==> config.mk <==
export PLATFORM = sky130hd
export DESIGN_NAME = cfa_engine
export DESIGN_NICKNAME = d
export VERILOG_FILES = /design/src/cfa_pkg.sv /design/src/cfa_fifo.sv /design/src/cfa_engine.sv
export VERILOG_INCLUDE_DIRS = /design/src /design/src/src
export SDC_FILE = /design/constraint.sdc
export NUM_CORES = 2
export LEC_CHECK = 0
export BUFFER_PORTS_ARGS = -buffer_cell sky130_fd_sc_hd__buf_2
export CORE_ASPECT_RATIO = 1.25
export CORE_UTILIZATION = 25
export DETAILED_ROUTE_END_ITERATION = 8
export PLACE_DENSITY = 0.47
export SETUP_SLACK_MARGIN = 0.1
export SLEW_MARGIN = 20
export SYNTH_ARGS = -nofsm -noshare
export SYNTH_HDL_FRONTEND = slang
export SYNTH_SLANG_ARGS = --single-unit
==> constraint.sdc <==
create_clock -name mclk_i -period 14.4 [get_ports mclk_i]
set_input_delay 2.88 -clock mclk_i [delete_from_list [all_inputs] [get_ports mclk_i]]
set_output_delay 2.88 -clock mclk_i [all_outputs]
set_load 0.02 [all_outputs]
==> src/cfa_defines.svh <==
// Constants of the CAN frame and arbitration engine.
`ifndef CFA_DEFINES_SVH
`define CFA_DEFINES_SVH

// ==========================================================================
// Field widths
`define CFA_ID_W          29
`define CFA_DATA_W        64
`define CFA_HDR_W         38
`define CFA_CRC_W         15

// ==========================================================================
// Bit indices inside the header field (count of bits after start of frame; CFA_RTR_POS counts back from the last header bit)
`define CFA_IDE_IDX       7'h0C
`define CFA_ARB_STD_LAST  7'h0C
`define CFA_ARB_EXT_LAST  7'h1F
`define CFA_STD_HDR_LAST  7'h11
`define CFA_EXT_HDR_LAST  7'h25
`define CFA_RTR_POS       6

// ==========================================================================
// Field lengths, given as last index of a zero based count; CFA_STUFF_LEN is the run length itself
`define CFA_CRC_LAST      7'h0E
`define CFA_EOF_LAST      7'h06
`define CFA_INTER_LAST    7'h02
`define CFA_EFLAG_LAST    7'h05
`define CFA_EDELIM_LAST   7'h07
`define CFA_STUFF_LEN     3'h5

// ==========================================================================
// Coding constants
`define CFA_CRC_POLY      15'h4599
`define CFA_MAX_DLC       4'h8
`define CFA_FULL_DATA     7'h40
`define CFA_FIFO_DEPTH    8

`endif

==> src/cfa_pkg.sv <==
// Types shared by the CAN frame and arbitration engine.
`include "cfa_defines.svh"

package cfa_pkg;

  // ========================================================================
  // One message as exchanged with the local host.
  typedef struct packed {
    logic                   ext;
    logic                   rtr;
    logic [`CFA_ID_W-1:0]   id;
    logic [3:0]             dlc;
    logic [`CFA_DATA_W-1:0] data;
  } cfa_msg_s;

  // ========================================================================
  // One-cycle event flags reported to the local host.
  typedef struct packed {
    logic arb_lost;
    logic tx_done;
    logic rx_done;
    logic bus_err;
    logic rx_overrun;
  } cfa_status_s;

  // ========================================================================
  // Frame engine states, one-hot.
  typedef enum logic [11:0] {
    ST_IDLE    = 12'h001,
    ST_SOF     = 12'h002,
    ST_HDR     = 12'h004,
    ST_DATA    = 12'h008,
    ST_CRC     = 12'h010,
    ST_CRCDEL  = 12'h020,
    ST_ACK     = 12'h040,
    ST_ACKDEL  = 12'h080,
    ST_EOF     = 12'h100,
    ST_INTER   = 12'h200,
    ST_ERRFLAG = 12'h400,
    ST_ERRDEL  = 12'h800
  } cfa_state_e;

endpackage

==> src/cfa_fifo.sv <==
// Small flip-flop FIFO with valid and ready on both sides.
`timescale 1ns/1ns

module cfa_fifo #(
  parameter int W = 8,
  parameter int D = 8
) (
  input  wire logic         clk_i,
  input  wire logic         rst_n_i,
  input  wire logic         in_valid_i,
  output logic              in_ready_o,
  input  wire logic [W-1:0] in_data_i,
  output logic              out_valid_o,
  input  wire logic         out_ready_i,
  output logic [W-1:0]      out_data_o
);
  localparam int AW = (D > 1) ? $clog2(D) : 1;

  logic [W-1:0]  mem_reg [D];
  logic [AW-1:0] wr_reg;
  logic [AW-1:0] rd_reg;
  logic [AW:0]   cnt_reg;
  logic          push;
  logic          pop;

  // Handshakes on each side; full and empty follow the fill count.
  assign in_ready_o  = (cnt_reg != (AW+1)'(D));
  assign out_valid_o = (cnt_reg != '0);
  assign out_data_o  = mem_reg[rd_reg];
  assign push        = in_valid_i && in_ready_o;
  assign pop         = out_valid_o && out_ready_i;

  // Storage is written at the write index only.
  always_ff @(posedge clk_i) begin
    if (push) begin
      mem_reg[wr_reg] <= in_data_i;
    end
  end

  // Pointers wrap at the depth, which need not be a power of two.
  always_ff @(posedge clk_i or negedge rst_n_i) begin
    if (!rst_n_i) begin
      wr_reg  <= '0;
      rd_reg  <= '0;
      cnt_reg <= '0;
    end else begin
      if (push) begin
        wr_reg <= (wr_reg == AW'(D-1)) ? '0 : wr_reg + 1'b1;
      end
      if (pop) begin
        rd_reg <= (rd_reg == AW'(D-1)) ? '0 : rd_reg + 1'b1;
      end
      cnt_reg <= cnt_reg + (AW+1)'(push) - (AW+1)'(pop);
    end
  end

endmodule

==> src/cfa_engine.sv <==
// CAN frame builder, parser and bitwise arbiter working on sampled bits.
//
// Functional notes
// - Lower identifier wins bus access.
// - Transmit only after bus is idle.
// - Non-sender receives from start-of-frame bit.
// - Filter received identifier, store or discard.
// - Send identifier MSB first, sample each bit.
// - Recessive sent, dominant seen: lose, receive.
// - Keep lost message, retry when idle.
// - Support 11 and 29 bit identifiers.
// - Frame starts with one dominant bit.
// - Standard arbitration: 11-bit id plus RTR.
// - Standard control: IDE, r0 dominant, DLC.
// - DLC gives zero to eight data bytes.
// - Send 15-bit CRC then recessive delimiter.
// - Sender recessive ack; good receivers dominant.
// - Acknowledge delimiter recessive, never dominant.
// - Seven recessive end-of-frame bits.
// - Three recessive intermission bits between frames.
// - Extended arbitration: base, SRR, IDE, ext, RTR.
// - Extended control: two reserved dominant, DLC.
// - Remote frame: RTR recessive, no data.
// - Answer matching remote request with data frame.
// - Error: flag by status, eight recessive delimiter.
// - Error-active flag is six dominant bits.
// - Error-passive flag is six recessive bits.
// - Stuff after five equal bits, remove on receive.
`timescale 1ns/1ns
`include "cfa_defines.svh"

module cfa_engine #(
  parameter int FIFO_DEPTH = `CFA_FIFO_DEPTH
) (
  input  wire logic                   mclk_i,
  input  wire logic                   rst_n_i,
  input  wire logic                   bit_tick_i,
  input  wire logic                   bus_rx_i,
  output logic                        bus_tx_o,
  input  wire logic                   error_passive_i,
  input  wire logic                   tx_req_i,
  input  wire cfa_pkg::cfa_msg_s      tx_msg_i,
  output logic                        tx_busy_o,
  input  wire logic                   resp_en_i,
  input  wire cfa_pkg::cfa_msg_s      resp_msg_i,
  input  wire logic [`CFA_ID_W-1:0]   acc_id_i,
  input  wire logic [`CFA_ID_W-1:0]   acc_mask_i,
  input  wire logic                   acc_ext_i,
  output logic                        rx_valid_o,
  input  wire logic                   rx_ready_i,
  output cfa_pkg::cfa_msg_s           rx_msg_o,
  output cfa_pkg::cfa_status_s        status_o
);
  import cfa_pkg::*;

  // ========================================================================
  // Helper functions
  // One CRC step on a destuffed bit.
  function automatic logic [`CFA_CRC_W-1:0] crc_step(input logic [`CFA_CRC_W-1:0] c,
                                                     input logic b);
    crc_step = {c[`CFA_CRC_W-2:0], 1'b0} ^ ((b ^ c[`CFA_CRC_W-1]) ? `CFA_CRC_POLY : 15'h0);
  endfunction

  // Number of data bits carried by a frame.
  function automatic logic [6:0] data_bits(input logic [3:0] dlc, input logic rtr);
    if (rtr) begin
      data_bits = 7'h00;
    end else if (dlc > `CFA_MAX_DLC) begin
      data_bits = `CFA_FULL_DATA;
    end else begin
      data_bits = {dlc, 3'b000};
    end
  endfunction

  // Header bits after the start bit, left aligned, first bit sent at the top.
  function automatic logic [`CFA_HDR_W-1:0] hdr_build(input cfa_msg_s m);
    if (m.ext) begin
      hdr_build = {m.id[28:18], 1'b1, 1'b1, m.id[17:0], m.rtr, 2'b00, m.dlc};
    end else begin
      hdr_build = {m.id[10:0], m.rtr, 1'b0, 1'b0, m.dlc, 20'h0_0000};
    end
  endfunction

  // ========================================================================
  // Engine state
  cfa_state_e             state_reg, state_next;
  logic [6:0]             cnt_reg, cnt_next;
  logic [`CFA_HDR_W-1:0]  hdr_reg, hdr_next;
  logic [`CFA_DATA_W-1:0] data_reg, data_next;
  logic [`CFA_CRC_W-1:0]  crc_reg, crc_next;
  logic [`CFA_CRC_W-1:0]  crcsh_reg, crcsh_next;
  logic [2:0]             same_reg, same_next;
  logic                   last_reg, last_next;
  logic                   txing_reg, txing_next;
  logic                   ext_reg, ext_next;
  logic [6:0]             dbits_reg, dbits_next;
  logic                   crcok_reg, crcok_next;
  logic                   acked_reg, acked_next;
  logic                   tx_reg, tx_next;
  logic                   err_c, ev_lost, ev_txok, ev_rxok;
  logic                   region, arb_win, b;

  // Pending transmit, received holding slot and status.
  logic                   pend_reg;
  cfa_msg_s               pend_msg_reg;
  logic                   hold_vld_reg;
  cfa_msg_s               hold_msg_reg;
  logic                   hold_rdy;
  cfa_msg_s               rx_msg;
  logic                   accept, remote_hit;
  cfa_status_s            status_reg;

  // Stuffing covers start bit up to the CRC delimiter; arbitration covers id, SRR, IDE, RTR.
  assign b       = bus_rx_i;
  assign region  = (state_reg == ST_SOF) || (state_reg == ST_HDR) ||
                   (state_reg == ST_DATA) || (state_reg == ST_CRC) || (state_reg == ST_CRCDEL);
  assign arb_win = (state_reg == ST_HDR) &&
                   ((cnt_reg <= `CFA_ARB_STD_LAST) ||
                    (ext_reg && (cnt_reg <= `CFA_ARB_EXT_LAST)));

  // ========================================================================
  // Bit processing at each sample point.
  always_comb begin
    state_next = state_reg;
    cnt_next   = cnt_reg;
    hdr_next   = hdr_reg;
    data_next  = data_reg;
    crc_next   = crc_reg;
    crcsh_next = crcsh_reg;
    same_next  = same_reg;
    last_next  = last_reg;
    txing_next = txing_reg;
    ext_next   = ext_reg;
    dbits_next = dbits_reg;
    crcok_next = crcok_reg;
    acked_next = acked_reg;
    err_c      = 1'b0;
    ev_lost    = 1'b0;
    ev_txok    = 1'b0;
    ev_rxok    = 1'b0;
    if (bit_tick_i) begin
      // Read back what was driven; a lost recessive bit hands over to receive.
      if (txing_reg && (tx_reg != b)) begin
        if (arb_win && tx_reg) begin
          txing_next = 1'b0;
          ev_lost    = 1'b1;
        end else if (state_reg != ST_ACK) begin
          err_c = 1'b1;
        end
      end
      if (region && (same_reg == `CFA_STUFF_LEN)) begin
        // Stuff bit: must differ, carries no payload and no CRC.
        if (b == last_reg) begin
          err_c = 1'b1;
        end
        same_next = 3'h1;
        last_next = b;
      end else begin
        if (region) begin
          same_next = (b == last_reg) ? same_reg + 3'h1 : 3'h1;
          last_next = b;
        end
        unique case (state_reg)
          ST_IDLE: begin
            if (!b) begin
              // Someone else sent a start bit.
              state_next = ST_HDR;
              cnt_next   = 7'h00;
              txing_next = 1'b0;
              same_next  = 3'h1;
              last_next  = 1'b0;
              crc_next   = '0;
            end else if (pend_reg) begin
              // Bus idle and a message waits: next bit is our start bit.
              state_next = ST_SOF;
              txing_next = 1'b1;
              hdr_next   = hdr_build(pend_msg_reg);
              data_next  = pend_msg_reg.data;
              crc_next   = '0;
              same_next  = 3'h0;
              last_next  = 1'b1;
            end
          end
          ST_SOF: begin
            state_next = ST_HDR;
            cnt_next   = 7'h00;
            crc_next   = crc_step(crc_reg, b);
          end
          ST_HDR: begin
            hdr_next = {hdr_reg[`CFA_HDR_W-2:0], b};
            crc_next = crc_step(crc_reg, b);
            cnt_next = cnt_reg + 7'h01;
            if (cnt_reg == `CFA_IDE_IDX) begin
              ext_next = b;
            end
            if (cnt_reg == (ext_reg ? `CFA_EXT_HDR_LAST : `CFA_STD_HDR_LAST)) begin
              dbits_next = data_bits(hdr_next[3:0], hdr_next[`CFA_RTR_POS]);
              cnt_next   = 7'h00;
              if (data_bits(hdr_next[3:0], hdr_next[`CFA_RTR_POS]) == 7'h00) begin
                state_next = ST_CRC;
                crcsh_next = crc_next;
              end else begin
                state_next = ST_DATA;
              end
            end
          end
          ST_DATA: begin
            data_next = {data_reg[`CFA_DATA_W-2:0], b};
            crc_next  = crc_step(crc_reg, b);
            cnt_next  = cnt_reg + 7'h01;
            if ((cnt_reg + 7'h01) == dbits_reg) begin
              state_next = ST_CRC;
              cnt_next   = 7'h00;
              crcsh_next = crc_next;
            end
          end
          ST_CRC: begin
            crcsh_next = {crcsh_reg[`CFA_CRC_W-2:0], b};
            cnt_next   = cnt_reg + 7'h01;
            if (cnt_reg == `CFA_CRC_LAST) begin
              crcok_next = ({crcsh_reg[`CFA_CRC_W-2:0], b} == crc_reg);
              state_next = ST_CRCDEL;
            end
          end
          ST_CRCDEL: begin
            err_c      = err_c || !b;
            state_next = ST_ACK;
          end
          ST_ACK: begin
            acked_next = !b;
            state_next = ST_ACKDEL;
          end
          ST_ACKDEL: begin
            err_c      = err_c || !b;
            state_next = ST_EOF;
            cnt_next   = 7'h00;
          end
          ST_EOF: begin
            err_c    = err_c || !b;
            cnt_next = cnt_reg + 7'h01;
            if (cnt_reg == `CFA_EOF_LAST) begin
              state_next = ST_INTER;
              cnt_next   = 7'h00;
              txing_next = 1'b0;
              if (txing_reg) begin
                ev_txok = acked_reg;
              end else begin
                ev_rxok = crcok_reg;
              end
            end
          end
          ST_INTER: begin
            cnt_next = cnt_reg + 7'h01;
            if (cnt_reg == `CFA_INTER_LAST) begin
              state_next = ST_IDLE;
            end
          end
          ST_ERRFLAG: begin
            cnt_next = cnt_reg + 7'h01;
            if (cnt_reg == `CFA_EFLAG_LAST) begin
              state_next = ST_ERRDEL;
              cnt_next   = 7'h00;
            end
          end
          ST_ERRDEL: begin
            // Count recessive bits; flags of other nodes restart the count.
            cnt_next = b ? cnt_reg + 7'h01 : 7'h00;
            if (b && (cnt_reg == `CFA_EDELIM_LAST)) begin
              state_next = ST_INTER;
              cnt_next   = 7'h00;
            end
          end
        endcase
      end
      if (err_c) begin
        state_next = ST_ERRFLAG;
        cnt_next   = 7'h00;
        txing_next = 1'b0;
      end
    end
  end

  // ========================================================================
  // Level to drive for the next bit time.
  always_comb begin
    tx_next = 1'b1;
    if (txing_next && (same_next == `CFA_STUFF_LEN) &&
        ((state_next == ST_HDR) || (state_next == ST_DATA) ||
         (state_next == ST_CRC) || (state_next == ST_CRCDEL))) begin
      tx_next = !last_next;
    end else begin
      unique case (state_next)
        ST_SOF:     tx_next = 1'b0;
        ST_HDR:     tx_next = txing_next ? hdr_next[`CFA_HDR_W-1] : 1'b1;
        ST_DATA:    tx_next = txing_next ? data_next[`CFA_DATA_W-1] : 1'b1;
        ST_CRC:     tx_next = txing_next ? crcsh_next[`CFA_CRC_W-1] : 1'b1;
        ST_ACK:     tx_next = txing_next || !crcok_next;
        ST_ERRFLAG: tx_next = error_passive_i;
        default:    tx_next = 1'b1;
      endcase
    end
  end

  // ========================================================================
  // Engine registers; reset waits out an intermission before joining.
  always_ff @(posedge mclk_i or negedge rst_n_i) begin
    if (!rst_n_i) begin
      state_reg <= ST_INTER;
      cnt_reg   <= 7'h00;
      hdr_reg   <= '0;
      data_reg  <= '0;
      crc_reg   <= '0;
      crcsh_reg <= '0;
      same_reg  <= 3'h0;
      last_reg  <= 1'b1;
      txing_reg <= 1'b0;
      ext_reg   <= 1'b0;
      dbits_reg <= 7'h00;
      crcok_reg <= 1'b0;
      acked_reg <= 1'b0;
      tx_reg    <= 1'b1;
    end else begin
      state_reg <= state_next;
      cnt_reg   <= cnt_next;
      hdr_reg   <= hdr_next;
      data_reg  <= data_next;
      crc_reg   <= crc_next;
      crcsh_reg <= crcsh_next;
      same_reg  <= same_next;
      last_reg  <= last_next;
      txing_reg <= txing_next;
      ext_reg   <= ext_next;
      dbits_reg <= dbits_next;
      crcok_reg <= crcok_next;
      acked_reg <= acked_next;
      tx_reg    <= bit_tick_i ? tx_next : tx_reg;
    end
  end

  // ========================================================================
  // Received message, acceptance and remote request match.
  always_comb begin
    rx_msg.ext  = ext_reg;
    rx_msg.rtr  = hdr_reg[`CFA_RTR_POS];
    rx_msg.dlc  = hdr_reg[3:0];
    rx_msg.id   = ext_reg ? {hdr_reg[37:27], hdr_reg[24:7]} : {18'h0_0000, hdr_reg[17:7]};
    rx_msg.data = data_reg << (`CFA_FULL_DATA - dbits_reg);
  end

  assign accept     = ev_rxok && (rx_msg.ext == acc_ext_i) &&
                      (((rx_msg.id ^ acc_id_i) & acc_mask_i) == '0);
  assign remote_hit = ev_rxok && rx_msg.rtr && resp_en_i &&
                      (rx_msg.ext == resp_msg_i.ext) && (rx_msg.id == resp_msg_i.id);

  // ========================================================================
  // Pending message stays until sent with acknowledge.
  always_ff @(posedge mclk_i or negedge rst_n_i) begin
    if (!rst_n_i) begin
      pend_reg     <= 1'b0;
      pend_msg_reg <= '0;
    end else if (ev_txok) begin
      pend_reg <= 1'b0;
    end else if (!pend_reg && tx_req_i) begin
      pend_reg     <= 1'b1;
      pend_msg_reg <= tx_msg_i;
    end else if (!pend_reg && remote_hit) begin
      pend_reg         <= 1'b1;
      pend_msg_reg     <= resp_msg_i;
      pend_msg_reg.rtr <= 1'b0;
    end
  end

  // ========================================================================
  // Holding slot in front of the FIFO; a message finding it busy is lost.
  always_ff @(posedge mclk_i or negedge rst_n_i) begin
    if (!rst_n_i) begin
      hold_vld_reg <= 1'b0;
      hold_msg_reg <= '0;
    end else if (accept && (!hold_vld_reg || hold_rdy)) begin
      hold_vld_reg <= 1'b1;
      hold_msg_reg <= rx_msg;
    end else if (hold_rdy) begin
      hold_vld_reg <= 1'b0;
    end
  end

  // Event flags, one cycle each.
  always_ff @(posedge mclk_i or negedge rst_n_i) begin
    if (!rst_n_i) begin
      status_reg <= '0;
    end else begin
      status_reg.arb_lost   <= ev_lost;
      status_reg.tx_done    <= ev_txok;
      status_reg.rx_done    <= ev_rxok;
      status_reg.bus_err    <= err_c;
      status_reg.rx_overrun <= accept && hold_vld_reg && !hold_rdy;
    end
  end

  cfa_fifo #(
    .W ($bits(cfa_msg_s)),
    .D (FIFO_DEPTH)
  ) u_rx_fifo (
    .clk_i       (mclk_i),
    .rst_n_i     (rst_n_i),
    .in_valid_i  (hold_vld_reg),
    .in_ready_o  (hold_rdy),
    .in_data_i   (hold_msg_reg),
    .out_valid_o (rx_valid_o),
    .out_ready_i (rx_ready_i),
    .out_data_o  (rx_msg_o)
  );

  assign bus_tx_o  = tx_reg;
  assign tx_busy_o = pend_reg;
  assign status_o  = status_reg;

endmodule

# Word level (Yosys, flattened, before mapping)
# Memory sizes are Yosys's and may differ from the RTL's.
# Index checks and enable logic that the tools add are counted.
# classes
add_sub_neg,7
n_lt_le_gt_ge,3
n_eq_ne,47
shifts,1
muxes,117
bitwise_logic,6
reduce_logical,62
# ops
operator,count
$mux W64,4
$mux W99,2
$mux W38,5
$mux W12,12
$pmux W12 S12,1
$pmux W64 S2,1
$mux W15,8
$mux W7,15
$pmux W38 S2,1
$shl A64 B7 Y64,1
$pmux W7 S8,1
$mux W1,51
$pmux W15 S3,1
$pmux W15 S2,1
$and A29 B29 Y29,1
$eq A29 B29 Y1,1
$logic_not A29 Y1,1
$mux W29,1
$xor A29 B29 Y29,1
$mux W3,9
$eq A12 B11 Y1 const B,2
$eq A12 B2 Y1 const B,2
$eq A12 B3 Y1 const B,2
$eq A12 B4 Y1 const B,2
52 further kinds,117
# totals
reg_bits,382
ram_bits,792
input_bits,265
output_inout_bits,107
elab_cells,281
mem_count,1
# memory_table
memory,words,width,rd,rd_clocked_by_memory_dff,wr,line,text
u_rx_fifo.mem_reg,8,99,1,0,1,cfa_fifo.sv:19,logic [W-1:0] mem_reg [D];

# Longest topological paths before layout
# logic_depth
depth_word,21
mapped_depth,17
mapped_depth_nobuf,14

# Hierarchy
# A second synthesis with hierarchy kept.
# hier_totals
cells_unflattened,3345
area_unflattened_um2,51383.0
# by_module_without_submodules
module,instances,cells_each,area_per_inst_um2,seq_area_each_um2
cfa_fifo,1,1200,31099.8,24033.0
cfa_engine,1,2145,20283.2,9237.6

# Worst setup path after synthesis
# OpenSTA, ideal clock, no wires.
# synth_path
path_kind,reg2reg
from,register u_rx_fifo.cnt_reg[2]
to,"memory u_rx_fifo.mem_reg[0][0] (netlist name), enable pin"
setup_ns,0.800
t_arrival_ns,10.142
required_ns,13.600
slack_ns,3.458
path_stages_with_launch,6
n_path_buf,0
period_less_slack_ns,10.942
cell_sequence,dfrtp_1 inv_1 ha_1 nand2_1 nand2_1 nor4_1
# synth_between
elab_chain_cells,4
# synth_rtl
item,line,text
start: declaration,cfa_fifo.sv:22,logic [AW:0] cnt_reg;
start signal: assignment,cfa_fifo.sv:53,cnt_reg <= cnt_reg + (AW+1)'(push) - (AW+1)'(pop);
$ne A4 B4 Y1,cfa_fifo.sv:27,assign in_ready_o = (cnt_reg != (AW+1)'(D));
$logic_and A1 B1 Y1,cfa_fifo.sv:30,assign push = in_valid_i && in_ready_o;
$mux W1,cfa_fifo.sv:35,if (push) begin
$mux W1 (implied by the code),cfa_fifo.sv:36,mem_reg[wr_reg] <= in_data_i;
end: declaration,cfa_fifo.sv:19,
# Every way passes these cells.

==> qor.csv <==
stage;metric;value;unit
sta;holdWs;0.475;ns
sta;worst_clock_skew;0.0179;ns
final_layout;leading_cell_type_in_the_layout_fill_and_taps_excluded;edfxtp_1;
setup_path;setup.worst_path.class;register to output pin;
synth;postSynth.asyncResetShare;32.4;%
grt;global_route_wire_length_before_repair;219000;um
hold_path;hold_path_depth;2;
placed_design;place.gp.congestion;0.864;
pwr;finalPower;8.23;mW
final_layout;final_net_count;3995;
sta;timing.max_slew.rel_slack;27.8;%
drt;met2_length;70300;um
setup_path;cp_max_fo;47;
setup_path;worst_case_reg_to_reg_path_depth;12;
outcome;run_status;complete, no violations;
clocking;postCtsSetupRepairBufs;0;
setup_path;crit_path_start_kind;register;
pwr;switching_power;2.30;mW
setup_path;arrival;4.62;ns
drt;detailroute.wirelength.met3;9340;um
grt;vias_in_the_first_global_route;30865;
floorplan;fp.coreArea;201000;sq um
synth;post_synth_inst_count;3391;
floorplan;dieHeight;505;um
synth;synth_warnings;0;
drt;route.final.wire_length;152000;um
placed_design;port_buffers;370;
pwr;p_leak;19.1;nW
clocking;clock_insertion_delay_worst_skew;0.74;ns
setup_path;critical_path_required;11.52;ns
synth;syn_area;50600;sq um
clocking;cts.repair.resized;0;
placed_design;dp_hpwl;99100;um
flow_run;cap_viol_max_count;0;
sta;hold_fails_final_rpt;0;
synth;mappedNetlistNets;3674;
pwr;power.sequential.fraction;47.6;%
drt;top_signal_layer_used;met5;
sta;setup-tns-final;0;ns
sta;finalCritPeriodShare;52.1;%
synth;synth.lib_cells_used.distinct;91;
setup_path;reg2reg_from;state_reg[1];
final_layout;area_growth_syn_to_layout;17.4;%
grt;groute.usage.overall;14.6;%
clocking;cts.reportedPaths.clkPinSlew;0.06;ns
drt;drt_drc_violations_left;0;
grt;maximum_number_of_pins_on_one_net_before_global_route_repair;142;
hold_path;holdCritPathClass;register to register;
setup_path;crit_start;u_rx_fifo.rd_reg[0];
synth;share_of_synthesized_area_occupied_by_flip_flops_and_latches;65.8;%
final_layout;final_util;29.5;%
clocking;cts.sinks;1171;
pwr;share_comb_of_total_power;15.4;%
pwr;sw_frac_of_total;28.0;%
grt;global_route.overflow_total;0;
drt;vias_per_cell;4.67;
pwr;powerDensity;139;nW/um^2
clocking;clock_tree.root_cell;clkbuf_16;
sta;maxSlewViolCount;0;
final_layout;layout.cells.most_common_list;edfxtp_1, nand2_1, dfrtp_1, buf_2, o21ai_0;
floorplan;die_area;204000;sq um
sta;setup_violations;0;
floorplan;fp.dieW;404;um
clocking;tritoncts;built;
pwr;p_int;5.93;mW
floorplan;initial_utilization;25.2;%
clocking;cts-htree-levels;3;
clocking;cts_made_buffers;120;
drt;dr.pass1.iters;5;
sta;period_needed;7.50;ns
pwr;vdd_ir_drop_max;0.122;mV
sta;grt_setup_unrepaired;no;
clocking;post_cts_hold_buffer_count;0;
clocking;clockBufferDepth;3;
floorplan;number_of_rows_in_the_core_area;184;
hold_path;holdCritStartpoint;hdr_reg[4];
pwr;power.share.clock;37.0;%
synth;synth_enable_flop_cells;792;
drt;antenna_violating_nets_post_route;0;
setup_path;critical_path.endpoint_type;output pin;
synth;synth.avg_cell_area;14.9;sq um
grt;number_of_antenna_violations_at_the_first_check_in_global_routing;22;
final_layout;largest_register_ffs;792;
floorplan;top_level_ports;372;
drt;detailedRoute.firstIterationViolations;2045;
drt;detailroute.via_count;30417;
synth;most_frequently_used_flop_master_after_synthesis;edfxtp_1;
sta;maxClockFrequency;133;MHz
sta;worst_slew_pin_tran;1.08;ns
drt;wire_per_inst;23.3;um
final_layout;drive_gt1_share;26.7;%
synth;yosys_register_bits;1171;
drt;wl_met1;68800;um
## critical path: stages, from the launching register on
cell and delay (ns):
dfrtp_4 0.93, buf_4 0.77, buf_4 0.87, mux4_2 0.61, mux2_2 0.32, buf_2 0.17
## area by class of cell
| type | count | area [sq um] |
|---|---|---|
| repair buffers | 420 | 2300 |
| well taps | 2697 | 3370 |
| flip-flops and latches | 1171 | 33300 |
| clock inverters | 55 | 475 |
| diodes | 4 | 10.0 |
| fillers | 20301 | 142000 |
| clock buffers | 171 | 3350 |
| inverters | 38 | 143 |
| multi-input cells | 1961 | 16500 |
## Yosys cell counts (all sizes together), types with 8 or more instances
cell type	instances	area share [%]
clkbuf	151	1.1
dfrtp	376	19
nor3	41	0.41
inv	38	0.28
mux2i	135	2.7
a21o	10	0.15
and3	18	0.23
a22oi	129	1.9
nand2b	13	0.16
edfxtp	792	47
nand4	16	0.20
or2	8	0.099
mux4	219	9.8
ha	17	0.42
o31ai	56	0.83
nor2b	20	0.25
o21ai	311	3.1
a21oi	63	0.65
and2	12	0.15
buf	70	0.64
nand2	406	3.0
a32o	12	0.24
nor4	15	0.20
mux2	140	3.1
nand3	31	0.31
xor2	33	0.59
a31oi	8	0.11
a211oi	23	0.39
xnor2	54	0.94
and4	9	0.16
nor2	79	0.59
## layer usage
layer | up-vias | track usage (%)
met5 | - | 0
met4 | 12 | 3.35
met3 | 191 | 2.98
met2 | 926 | 23.0
met1 | 15556 | 20.6
li1 | 13732 | -
## final timing paths
| check | to | slack [ns] |
|---|---|---|
| min in group asynchronous | pend_msg_reg[91] | 2.19 |
| setup reg to reg | bus_tx_o | 9.55 |
| hold reg to reg | hdr_reg[4] | 0.48 |
| max in group asynchronous | pend_msg_reg[3] | 10.09 |
| hold / removal | hdr_reg[4] | 0.48 |
| setup / recovery | rx_msg_o[1] | 6.90 |
## logic make-up (layout without fill, tap and decap cells)
logic type / after synthesis / count (layout) / share of synthesized area (%)
mux: 494 / 494 / 15.5
buf+inv: 259 / 684 / 2.04
simple gates: 696 / 696 / 6.23
flops: 1171 / 1171 / 65.8
compound gates: 666 / 666 / 8.42
xor+xnor: 87 / 87 / 1.52
fa+ha+maj: 18 / 18 / 0.460
other cells: 0 / 4 / 0
## power groups by stage
stage / clock (mW) / sequential (mW) / combinational, mW
after floorplan: 0 / 3.85 / 0.972
after global placement: 0 / 3.99 / 1.29
after detailed placement: 0 / 3.99 / 1.30
after CTS: 3.12 / 3.92 / 1.30
after global routing: 3.25 / 3.94 / 1.39
final: 3.04 / 3.92 / 1.27
## stage by stage
stage | std cells | cell area (sq um) | setup slack, ns
floorplan | 3391 | 50600 | 3.46
global placement | 6286 | 55500 | 7.49
detailed placement | 6286 | 55500 | 7.50
CTS | 6512 | 59400 | 6.68
global route | 6514 | 59400 | 6.47
finish | 6517 | 59400 | 6.90
No activity file was read; power rests on OpenSTA's default activity.
